<file path="src/uss_pkg.sv">
// Constants for the second UART status and control register block.
package uss_pkg;

  // ----------------------------------------------------------------------
  // Register map
  // ----------------------------------------------------------------------
  localparam logic [7:0] USS_STATUS_CTRL_TWO_OFS = 8'h05;
  localparam logic [7:0] USS_RESET_VALUE = 8'h00;

  // ----------------------------------------------------------------------
  // Field positions
  // ----------------------------------------------------------------------
  localparam int USS_BIT_BREAK_FLAG = 7;
  localparam int USS_BIT_EDGE_FLAG = 6;
  localparam int USS_BIT_ORDER_REV = 5;
  localparam int USS_BIT_RX_INVERT = 4;
  localparam int USS_BIT_WAKE_IDLE = 3;
  localparam int USS_BIT_LONG_BREAK = 1;
  localparam int USS_BIT_RX_ACTIVE = 0;

  // ----------------------------------------------------------------------
  // Break thresholds in bit times, indexed by frame format class
  // ----------------------------------------------------------------------
  localparam logic [4:0] USS_BRK_NORM_0 = 5'd10;
  localparam logic [4:0] USS_BRK_NORM_1 = 5'd11;
  localparam logic [4:0] USS_BRK_NORM_2 = 5'd12;
  localparam logic [4:0] USS_BRK_NORM_3 = 5'd13;
  localparam logic [4:0] USS_BRK_LONG_0 = 5'd11;
  localparam logic [4:0] USS_BRK_LONG_1 = 5'd12;
  localparam logic [4:0] USS_BRK_LONG_2 = 5'd14;
  localparam logic [4:0] USS_BRK_LONG_3 = 5'd15;
  localparam logic [4:0] USS_BRK_CNT_MAX = 5'd31;

  // ----------------------------------------------------------------------
  // Data word sizes in bits, parity included
  // ----------------------------------------------------------------------
  localparam int USS_WORD_W = 10;
  localparam logic [3:0] USS_LEN_8 = 4'd8;
  localparam logic [3:0] USS_LEN_9 = 4'd9;
  localparam logic [3:0] USS_LEN_10 = 4'd10;

endpackage

</file>
<file path="src/uss_bit_order.sv">
// Registered data bit order converter between data word and line order.
`timescale 1ns/1ps
`default_nettype none

module uss_bit_order #(
  parameter int W = 10
) (
  input wire logic sys_clk,
  input wire logic rst_b,
  input wire logic reverse,
  input wire logic [3:0] nbits,
  input wire logic [W-1:0] word_in,
  output logic [W-1:0] word_q
);

  logic [W-1:0] rev_w;

  // ----------------------------------------------------------------------
  // Per bit selection
  // ----------------------------------------------------------------------
  // Only the low nbits data bits are mirrored; a parity bit above them
  // keeps its place. The mapping is its own inverse, so one converter
  // serves both the transmit and the receive direction.
  for (genvar i = 0; i < W; i++) begin : g_bit
    logic [3:0] src;
    assign src = 4'(nbits - 4'(i) - 4'd1);
    assign rev_w[i] = (reverse && (4'(i) < nbits)) ? word_in[src] : word_in[i];
  end

  always_ff @(posedge sys_clk or negedge rst_b) begin
    if (!rst_b) begin
      word_q <= '0;
    end else begin
      word_q <= rev_w;
    end
  end

endmodule

`default_nettype wire

</file>
<file path="src/uss_status_two.sv">
// Second UART status and control register with break, edge and bit order logic.
`timescale 1ns/1ps
`default_nettype none

module uss_status_two
  import uss_pkg::*;
(
  input wire logic sys_clk,
  input wire logic rst_b,
  input wire logic [7:0] reg_addr,
  input wire logic [7:0] reg_wdata,
  input wire logic reg_wr,
  input wire logic reg_rd,
  output logic [7:0] reg_rdata_q,
  input wire logic rx_pin,
  input wire logic bit_tick,
  input wire logic char_9bit,
  input wire logic ten_bit_select,
  input wire logic parity_enable,
  input wire logic stop_bit_count,
  input wire logic rx_standby,
  input wire logic idle_detect,
  input wire logic rx_full_raw,
  input wire logic framing_error_raw,
  input wire logic brk_irq_en,
  input wire logic edge_irq_en,
  input wire logic [9:0] tx_data,
  input wire logic [9:0] rx_word,
  output logic rx_line_q,
  output logic [9:0] tx_word_q,
  output logic [9:0] rx_data_q,
  output logic rx_full_flag_set_q,
  output logic framing_error_flag_set_q,
  output logic idle_flag_set_q,
  output logic break_seen_q,
  output logic break_irq_q,
  output logic edge_irq_q,
  output logic bit_order_reverse_q,
  output logic rx_polarity_invert_q,
  output logic long_break_detect_en_q
);

  // ----------------------------------------------------------------------
  // Register state
  // ----------------------------------------------------------------------
  logic break_detected_flag_q;
  logic rx_edge_flag_q;
  logic wake_idle_sets_flag_q;
  logic rx_active_q;
  logic line_prev_q;
  logic [4:0] low_cnt_q;
  logic brk_hit;
  logic edge_hit;
  logic sel;
  logic wr_hit;
  logic [1:0] fmt_class;
  logic [4:0] brk_thr;
  logic [3:0] nbits;
  logic [7:0] reg_value;

  assign sel = (reg_addr == USS_STATUS_CTRL_TWO_OFS);
  assign wr_hit = reg_wr && sel;

  // ----------------------------------------------------------------------
  // Control bits
  // ----------------------------------------------------------------------
  // Changing the bit order or the wake idle choice mid frame is not
  // guarded here; software is expected to disable the paths first.
  always_ff @(posedge sys_clk or negedge rst_b) begin
    if (!rst_b) begin
      bit_order_reverse_q <= 1'b0;
    end else if (wr_hit) begin
      bit_order_reverse_q <= reg_wdata[USS_BIT_ORDER_REV];
    end
  end

  always_ff @(posedge sys_clk or negedge rst_b) begin
    if (!rst_b) begin
      rx_polarity_invert_q <= 1'b0;
    end else if (wr_hit) begin
      rx_polarity_invert_q <= reg_wdata[USS_BIT_RX_INVERT];
    end
  end

  always_ff @(posedge sys_clk or negedge rst_b) begin
    if (!rst_b) begin
      wake_idle_sets_flag_q <= 1'b0;
    end else if (wr_hit) begin
      wake_idle_sets_flag_q <= reg_wdata[USS_BIT_WAKE_IDLE];
    end
  end

  always_ff @(posedge sys_clk or negedge rst_b) begin
    if (!rst_b) begin
      long_break_detect_en_q <= 1'b0;
    end else if (wr_hit) begin
      long_break_detect_en_q <= reg_wdata[USS_BIT_LONG_BREAK];
    end
  end

  // ----------------------------------------------------------------------
  // Receive line conditioning
  // ----------------------------------------------------------------------
  // The inversion sits ahead of every receive consumer, so start, stop,
  // break and idle all see the same corrected level.
  always_ff @(posedge sys_clk or negedge rst_b) begin
    if (!rst_b) begin
      rx_line_q <= 1'b1;
    end else begin
      rx_line_q <= rx_pin ^ rx_polarity_invert_q;
    end
  end

  always_ff @(posedge sys_clk or negedge rst_b) begin
    if (!rst_b) begin
      line_prev_q <= 1'b1;
    end else begin
      line_prev_q <= rx_line_q;
    end
  end

  // A falling corrected line is a falling pin edge without inversion and a
  // rising pin edge with it.
  assign edge_hit = line_prev_q && !rx_line_q;

  // ----------------------------------------------------------------------
  // Receiver active indication
  // ----------------------------------------------------------------------
  // A start edge outranks an idle report in the same cycle, so a frame that
  // begins just as the line goes idle still reads as active.
  always_ff @(posedge sys_clk or negedge rst_b) begin
    if (!rst_b) begin
      rx_active_q <= 1'b0;
    end else if (edge_hit) begin
      rx_active_q <= 1'b1;
    end else if (idle_detect) begin
      rx_active_q <= 1'b0;
    end
  end

  // ----------------------------------------------------------------------
  // Break detection
  // ----------------------------------------------------------------------
  // Format class: 0 for 8 data bits and one stop, 1 for one step longer,
  // 2 for two steps or ten bit data, 3 for ten bit data with two stops.
  always_comb begin
    if (ten_bit_select) begin
      fmt_class = stop_bit_count ? 2'd3 : 2'd2;
    end else if (char_9bit) begin
      fmt_class = stop_bit_count ? 2'd2 : 2'd1;
    end else begin
      fmt_class = stop_bit_count ? 2'd1 : 2'd0;
    end
  end

  always_comb begin
    brk_thr = USS_BRK_NORM_0;
    if (long_break_detect_en_q) begin
      unique case (fmt_class)
        2'd0: brk_thr = USS_BRK_LONG_0;
        2'd1: brk_thr = USS_BRK_LONG_1;
        2'd2: brk_thr = USS_BRK_LONG_2;
        2'd3: brk_thr = USS_BRK_LONG_3;
      endcase
    end else begin
      unique case (fmt_class)
        2'd0: brk_thr = USS_BRK_NORM_0;
        2'd1: brk_thr = USS_BRK_NORM_1;
        2'd2: brk_thr = USS_BRK_NORM_2;
        2'd3: brk_thr = USS_BRK_NORM_3;
      endcase
    end
  end

  // Counts bit ticks while the corrected line is low. The count saturates
  // so a stuck low line reports one break, not one every 32 bit times.
  always_ff @(posedge sys_clk or negedge rst_b) begin
    if (!rst_b) begin
      low_cnt_q <= '0;
    end else if (rx_line_q) begin
      low_cnt_q <= '0;
    end else if (bit_tick && (low_cnt_q != USS_BRK_CNT_MAX)) begin
      low_cnt_q <= low_cnt_q + 5'd1;
    end
  end

  assign brk_hit = !rx_line_q && bit_tick && (5'(low_cnt_q + 5'd1) == brk_thr);

  always_ff @(posedge sys_clk or negedge rst_b) begin
    if (!rst_b) begin
      break_seen_q <= 1'b0;
    end else begin
      break_seen_q <= brk_hit;
    end
  end

  // ----------------------------------------------------------------------
  // Event flags
  // ----------------------------------------------------------------------
  // Only the long break mode arms the break flag; a normal length break
  // still pulses break_seen_q for the rest of the receiver.
  // A new event in the clearing cycle keeps the flag set, so no break or
  // edge is lost to a racing software clear.
  always_ff @(posedge sys_clk or negedge rst_b) begin
    if (!rst_b) begin
      break_detected_flag_q <= 1'b0;
    end else if (brk_hit && long_break_detect_en_q) begin
      break_detected_flag_q <= 1'b1;
    end else if (wr_hit && reg_wdata[USS_BIT_BREAK_FLAG]) begin
      break_detected_flag_q <= 1'b0;
    end
  end

  always_ff @(posedge sys_clk or negedge rst_b) begin
    if (!rst_b) begin
      rx_edge_flag_q <= 1'b0;
    end else if (edge_hit) begin
      rx_edge_flag_q <= 1'b1;
    end else if (wr_hit && reg_wdata[USS_BIT_EDGE_FLAG]) begin
      rx_edge_flag_q <= 1'b0;
    end
  end

  // ----------------------------------------------------------------------
  // Interrupt requests
  // ----------------------------------------------------------------------
  // These follow the flags one cycle late, which keeps the outputs
  // registered at the cost of one cycle of latency.
  always_ff @(posedge sys_clk or negedge rst_b) begin
    if (!rst_b) begin
      break_irq_q <= 1'b0;
    end else begin
      break_irq_q <= break_detected_flag_q && brk_irq_en;
    end
  end

  always_ff @(posedge sys_clk or negedge rst_b) begin
    if (!rst_b) begin
      edge_irq_q <= 1'b0;
    end else begin
      edge_irq_q <= rx_edge_flag_q && edge_irq_en;
    end
  end

  // ----------------------------------------------------------------------
  // Flags of the receive path
  // ----------------------------------------------------------------------
  // With long break on, a zero character ends in a low stop bit; both flags
  // are held off so such a character never reaches software as data.
  always_ff @(posedge sys_clk or negedge rst_b) begin
    if (!rst_b) begin
      framing_error_flag_set_q <= 1'b0;
    end else begin
      framing_error_flag_set_q <= framing_error_raw && !long_break_detect_en_q;
    end
  end

  always_ff @(posedge sys_clk or negedge rst_b) begin
    if (!rst_b) begin
      rx_full_flag_set_q <= 1'b0;
    end else begin
      rx_full_flag_set_q <= rx_full_raw && !long_break_detect_en_q;
    end
  end

  // Outside standby every idle character sets the flag; in standby the wake
  // idle bit decides, since that idle character is what wakes the receiver.
  always_ff @(posedge sys_clk or negedge rst_b) begin
    if (!rst_b) begin
      idle_flag_set_q <= 1'b0;
    end else begin
      idle_flag_set_q <= idle_detect && (!rx_standby || wake_idle_sets_flag_q);
    end
  end

  // ----------------------------------------------------------------------
  // Bit order
  // ----------------------------------------------------------------------
  // Parity, when enabled, takes the top slot of the word and stays put, so
  // the mirrored span shrinks by one.
  always_comb begin
    if (ten_bit_select) begin
      nbits = USS_LEN_10;
    end else if (char_9bit) begin
      nbits = USS_LEN_9;
    end else begin
      nbits = USS_LEN_8;
    end
    if (parity_enable) begin
      nbits = 4'(nbits - 4'd1);
    end
  end

  uss_bit_order #(
    .W(USS_WORD_W)
  ) u_tx_order (
    .sys_clk(sys_clk),
    .rst_b(rst_b),
    .reverse(bit_order_reverse_q),
    .nbits(nbits),
    .word_in(tx_data),
    .word_q(tx_word_q)
  );

  uss_bit_order #(
    .W(USS_WORD_W)
  ) u_rx_order (
    .sys_clk(sys_clk),
    .rst_b(rst_b),
    .reverse(bit_order_reverse_q),
    .nbits(nbits),
    .word_in(rx_word),
    .word_q(rx_data_q)
  );

  // ----------------------------------------------------------------------
  // Register read
  // ----------------------------------------------------------------------
  // Bit two has no function in this block and always reads zero.
  always_comb begin
    reg_value = USS_RESET_VALUE;
    reg_value[USS_BIT_BREAK_FLAG] = break_detected_flag_q;
    reg_value[USS_BIT_EDGE_FLAG] = rx_edge_flag_q;
    reg_value[USS_BIT_ORDER_REV] = bit_order_reverse_q;
    reg_value[USS_BIT_RX_INVERT] = rx_polarity_invert_q;
    reg_value[USS_BIT_WAKE_IDLE] = wake_idle_sets_flag_q;
    reg_value[USS_BIT_LONG_BREAK] = long_break_detect_en_q;
    reg_value[USS_BIT_RX_ACTIVE] = rx_active_q;
  end

  // Read data stand only in the cycle after the strobe and are zero
  // otherwise, including for any unmapped address.
  always_ff @(posedge sys_clk or negedge rst_b) begin
    if (!rst_b) begin
      reg_rdata_q <= '0;
    end else if (reg_rd && sel) begin
      reg_rdata_q <= reg_value;
    end else begin
      reg_rdata_q <= '0;
    end
  end

endmodule

`default_nettype wire

</file>
<file path="config.mk">
export PLATFORM = sky130hd
export DESIGN_NAME = uss_status_two
export DESIGN_NICKNAME = d
export VERILOG_FILES = /design/src/uss_pkg.sv /design/src/uss_bit_order.sv /design/src/uss_status_two.sv
export SDC_FILE = /design/constraint.sdc
export NUM_CORES = 1
export LEC_CHECK = 0
export BUFFER_PORTS_ARGS = -buffer_cell sky130_fd_sc_hd__buf_2
export CAP_MARGIN = 20
export CORE_ASPECT_RATIO = 1.75
export CORE_MARGIN = 5
export CORE_UTILIZATION = 50
export DETAILED_ROUTE_END_ITERATION = 7
export HOLD_SLACK_MARGIN = 0.02
export PLACE_DENSITY_LB_ADDON = 0.1
export SLEW_MARGIN = 10
export SYNTH_ARGS = -nofsm -noshare
export SYNTH_HDL_FRONTEND = slang
export SYNTH_SLANG_ARGS = --single-unit
</file>
<file path="constraint.sdc">
create_clock -name sys_clk -period 4.7 [get_ports sys_clk]
set_input_delay 1.41 -clock sys_clk [delete_from_list [all_inputs] [get_ports sys_clk]]
set_output_delay 1.41 -clock sys_clk [all_outputs]
set_load 0.01 [all_outputs]
</file>
# Yosys cells after proc, flatten, opt, wreduce, memory -nomap -nowiden
# Cells that the tools add are included.
# word_totals
regBits	48
out_inout_bits	38
wordCells	179
in_bits	52
# op_classes
eq_ne	6
addsub	20
n_bitwise	1
n_mux	80
n_lt_le_gt_ge	20
reduce_logical	33
# ops
operator	n
$bmux 1 s4	20
$lt 4x5->1 const B	10
$mux 1	49
$sub 4x1->4 const B	11
$pmux 5 s4	2
$logic_and 1x1->1	24
$lt 3x4->1 const A	4
$sub 4x3->4 const B	4
$mux 5	3
$eq 8x3->1 const B	1
$lt 1x4->1 const A	2
$lt 2x4->1 const A	2
$lt 4x4->1 const A	2
$mux 2	4
$mux 8	1
$reduce_bool 2->1	4
$sub 4x2->4 const B	2
$sub 4x4->4 const B	2
$add 5x1->5 const B	1
$eq 5x5->1	1
$ne 5x5->1 const B	1
$eq 2x2->1 const B	2
$mux 4	1
$logic_not 1->1	3
4 further kinds	4

# Logic depth before layout (Yosys ltp)
# logic_depth
ltp_word	10
depth_mapped	11
mapped_depth_nobuf	9

# Modules after synthesis
# From an unflattened synthesis, not the netlist that was laid out.
# hier_totals
hier_cells	360
hier_area_um2	3634.7
# modules_own_cells
module	seq_area_each_um2	area_per_inst_um2	n_inst	cells_per_inst
uss_bit_order	250.2	1214.9	2	128
uss_status_two	678.2	1204.9	1	104

# Least setup slack after synthesis
# No wires, ideal clock.
# synth_path
path_type	input -> register
start	input parity_enable
end	register u_rx_order.word_q[6]
required_ns	4.624
path_stages	9
path_buffers	4
path_slack_ns	0.966
t_arrival_ns	3.658
setup_time_ns	0.076
cell_sequence	buf_2 xnor2_4 buf_2 inv_1 ha_1 clkbuf_1 clkbuf_1 mux4_2 o21ai_1
# synth_via
elab_chain_cells	6
word_cells_on_any_way	8
classes_between	add/sub (2); order compare (1); mux (4); reduce/logical (1)
# synth_lines
item	line	source
start: declaration	uss_status_two.sv:19	input wire logic parity_enable,
$mux 4 (*)	uss_status_two.sv:289	if (parity_enable) begin
$sub 4x3->4	uss_bit_order.sv:26	assign src = 4'(nbits - 4'(i) - 4'd1);
$sub 4x1->4	uss_bit_order.sv:26	
$bmux 1 s4	uss_bit_order.sv:27	assign rev_w[i] = (reverse && (4'(i) < nbits)) ? word_in[src] : word_in[i];
$mux 1 (not written as such)	uss_bit_order.sv:27	
$mux 1 (*)	uss_bit_order.sv:27	
named net u_rx_order.rev_w[6]	uss_bit_order.sv:16	logic [W-1:0] rev_w;
end signal: assignment	uss_bit_order.sv:34	word_q <= rev_w;
end: declaration	uss_bit_order.sv:13	output logic [W-1:0] word_q
# Mark *: on every way through the listed nets, which the timed path passes. The rest lies on a longest branch. The select of a mux whose other input is x is not followed.
# A chain may end at the register's enable or synchronous reset.

# Worst setup path after layout
# layout_path
start	input parity_enable
end	register u_tx_order.word_q[0]
# layout_via
elab_chain_cells	5
word_cells_on_any_way	7
classes_between	add/sub (1); order compare (1); mux (4); reduce/logical (1)
# layout_lines
item	line
$mux 4 (*)	uss_status_two.sv:289
$sub 4x1->4	uss_bit_order.sv:26
$bmux 1 s4	uss_bit_order.sv:27
$mux 1 (not written as such)	uss_bit_order.sv:27
$mux 1 (*)	uss_bit_order.sv:27
named net u_tx_order.rev_w[0]	uss_bit_order.sv:16
end signal: assignment	uss_bit_order.sv:34
end: declaration	uss_bit_order.sv:13
# Marks and branches as above.

==> results.tsv <==
metric	value	unit
synth_fa_ha_area_share	3.22	%
finalCritPeriodShare	77.3	%
final_layout_size_suffix_gt1_share	35.0	%
io_pins	90	
post-cts-setup-buffers	0	
maxCapViolCount	0	
ys.flop_type	dfrtp_1	
placed_cells	408	
cts_buffers	5	
die_w	65.7	µm
crit_type	input port to register	
wl_per_cell	15.7	µm
grt_setup_unrepaired	false	
synth_xor_area_share	4.56	%
yosysTopAreaCell	dfrtp_1	
yosys.area.top_type_share	41.4	%
insertion_delay	0.30	ns
drv_slew	0	
fin_crit	3.63	ns
cts_hold_buf	0	
path_cells	buf_2 -> nor2b_1 -> or2_2 -> ha_1 -> mux4_2 -> o21ai_1	
synthArstFlopShare	100	%
grt_pass1_vias	2312	
fmax	275	MHz
outcome	finished, final reports clean	
cts_sinks	47	
critPathCaptureType	register	
cts_tree	yes	
synthSimpleGateAreaFrac	16.8	%
die_area	7070	µm²
r2r_setup_slack	2.68	ns
synth_top_family_by_area	multiplexers	
cpLargestDelayFamily	adder cells	
drt_iter0_markers	104	
slowest_delay	0.75	ns
via_count	2246	
drc_errors	0	
totalWireLength	6540	µm
crit_required	4.91	ns
yosysWarnings	0	
finalSetupTns	0	ns
synth-seq-cells	47	
grt_antenna_before_repair	0	
tightest_slew	0.728	ns
hold_violations	0	
grt_max_degree	48	
final_area	3320	µm²
diodes	0	
place_hpwl	5150	µm
clock_skew	0.00889	ns
p_leak	1.64	nW
crit_slowest_cell	ha_1	
syn_area	2720	µm²
muxShareOfSynthArea	17.3	%
clockBufferDepth	2	
hp-class	register to register	
io_buffers	86	
synth_edf_count	0	
syn_avg_cell_area	10.4	µm²
firstDrtPassIters	5	
synth_compound_area_share	10.7	%
fin_cells	417	
post_cts_resized	0	
fin_nets	401	
nFillCells	471	
grt_pass1_wl	10700	µm
arrival	3.84	ns
peakVddDrop	0.125	mV
postRouteAntennaNets	0	
placed_area	3190	µm²
synthesis.nets	320	
area_delta_synth_final	22.1	%
p_per_area	312	nW/µm²
rows	35	
layout.area.seq	1180	µm²
multi_input_area	1430	µm²
ys_seq_area_share	43.4	%
cts.htree.levels	2	
core	5300	µm²
globalRouteOverflowTotal	0	
maxSlewHeadroom	51.5	%
ys_types	47	
synthTopCellsByArea	dfrtp_1 41%, mux2i_1 7.4%, mux4_2 6.6%	
finalSetupViolations	0	
vias_per_cell	5.39	
synthCells	261	
gp_congestion	0.901	
crit_buf_inv	1	
whs	0.467	ns
total_power	1.04	mW
worstSetupStartpointType	input port	
grtUsageTotal	19.5	%
die_y	108	µm
cts_root_buffer	clkbuf_8	
cts.clk_slew.worst_paths	0.09	ns
critPathMaxFanout	19	
start_util	51.3	%
[registers in the layout (all words and copies together) (netlist names)]
signal,flops
rx_line_q,1
framing_error_flag_set_q,1
break_irq_q,1
break_detected_flag_q,1
rx_active_q,1
u_rx_order.word_q,10
idle_flag_set_q,1
rx_polarity_invert_q,1
break_seen_q,1
low_cnt_q,5
reg_rdata_q,7
bit_order_reverse_q,1
rx_edge_flag_q,1
rx_full_flag_set_q,1
long_break_detect_en_q,1
edge_irq_q,1
u_tx_order.word_q,10
wake_idle_sets_flag_q,1
line_prev_q,1
[metal layers]
metal  track usage [%]  wire (µm)
met1              21.2       2470
met2              36.4       3650
met3              2.72        323
met4              8.01         88
met5                 0          0
[final timing paths]
check | startpoint | end | depth (start not counted)
max in group asynchronous | rst_b | rx_line_q | 2
min | rx_line_q | line_prev_q | 0
min in group asynchronous | rst_b | idle_flag_set_q | 1
max reg2reg | bit_order_reverse_q | u_tx_order.word_q[8] | 4
max | parity_enable | u_tx_order.word_q[0] | 6
min reg2reg | rx_line_q | line_prev_q | 0
[through the flow]
step | worst slack [ns] | utilization, %
after floorplan | 0.966 | -
after global placement | 0.800 | 60.2
after CTS | 1.06 | 62.3
after detailed placement | 0.755 | 60.2
after global routing | 0.830 | 62.7
final | 1.07 | 62.7
[placed cells by master, fill, tap and decap left out, drive strengths merged, types with 2 or more instances in the layout]
| cell | n |
|---|---|
| a211oi | 3 |
| a21oi | 9 |
| a22o | 2 |
| a31oi | 2 |
| a32oi | 4 |
| and2 | 9 |
| and3 | 2 |
| buf | 88 |
| clkbuf | 5 |
| clkinv | 2 |
| dfrtp | 45 |
| dfstp | 2 |
| ha | 7 |
| inv | 12 |
| mux2 | 8 |
| mux2i | 20 |
| mux4 | 8 |
| nand2 | 24 |
| nand2b | 6 |
| nand3 | 2 |
| nand3b | 2 |
| nand4 | 4 |
| nor2 | 17 |
| nor2b | 6 |
| nor3 | 3 |
| nor3b | 3 |
| nor4b | 2 |
| o211ai | 2 |
| o21ai | 15 |
| o32a | 2 |
| or2 | 2 |
| or3 | 3 |
| xnor2 | 7 |
| xor2 | 5 |
[power by group]
part	switching, mW	internal (mW)	leakage, nW
clock network	0.135	0.158	0.0581
logic	0.149	0.131	1.00
registers	0.0193	0.444	0.580
[cells in the mapped netlist (all sizes together), types with 2 or more instances]
| master | n |
|---|---|
| a211oi | 3 |
| a21oi | 9 |
| a22o | 2 |
| a31oi | 2 |
| a32oi | 4 |
| and2 | 9 |
| and3 | 2 |
| buf | 5 |
| clkbuf | 9 |
| dfrtp | 45 |
| dfstp | 2 |
| ha | 7 |
| inv | 12 |
| mux2 | 8 |
| mux2i | 20 |
| mux4 | 8 |
| nand2 | 24 |
| nand2b | 6 |
| nand3 | 2 |
| nand3b | 2 |
| nand4 | 4 |
| nor2 | 17 |
| nor2b | 6 |
| nor3 | 3 |
| nor3b | 3 |
| nor4b | 2 |
| o211ai | 2 |
| o21ai | 15 |
| o32a | 2 |
| or2 | 2 |
| or3 | 3 |
| xnor2 | 7 |
| xor2 | 5 |
[cells by family after synthesis]
| group | count (synthesis) |
|---|---|
| AOI/OAI and AO/OA | 45 |
| xor gates and xnor gates | 12 |
| adders and majority gates | 7 |
| and+or+nand+nor | 87 |
| muxes | 36 |
| other | 1 |
| DFF | 47 |
| buffers and inverters | 26 |
[final cells by class]
class                      instances  share of cell area, %
tap                               74                   2.79
clock buffer                       5                   2.07
inverter                          12                   1.36
clock inverter                     3                   1.32
sequential                        47                   35.5
multi-input combinational        188                   43.2
timing repair buffer              88                   13.8
Note: power is estimated with default switching activity, not from simulation.
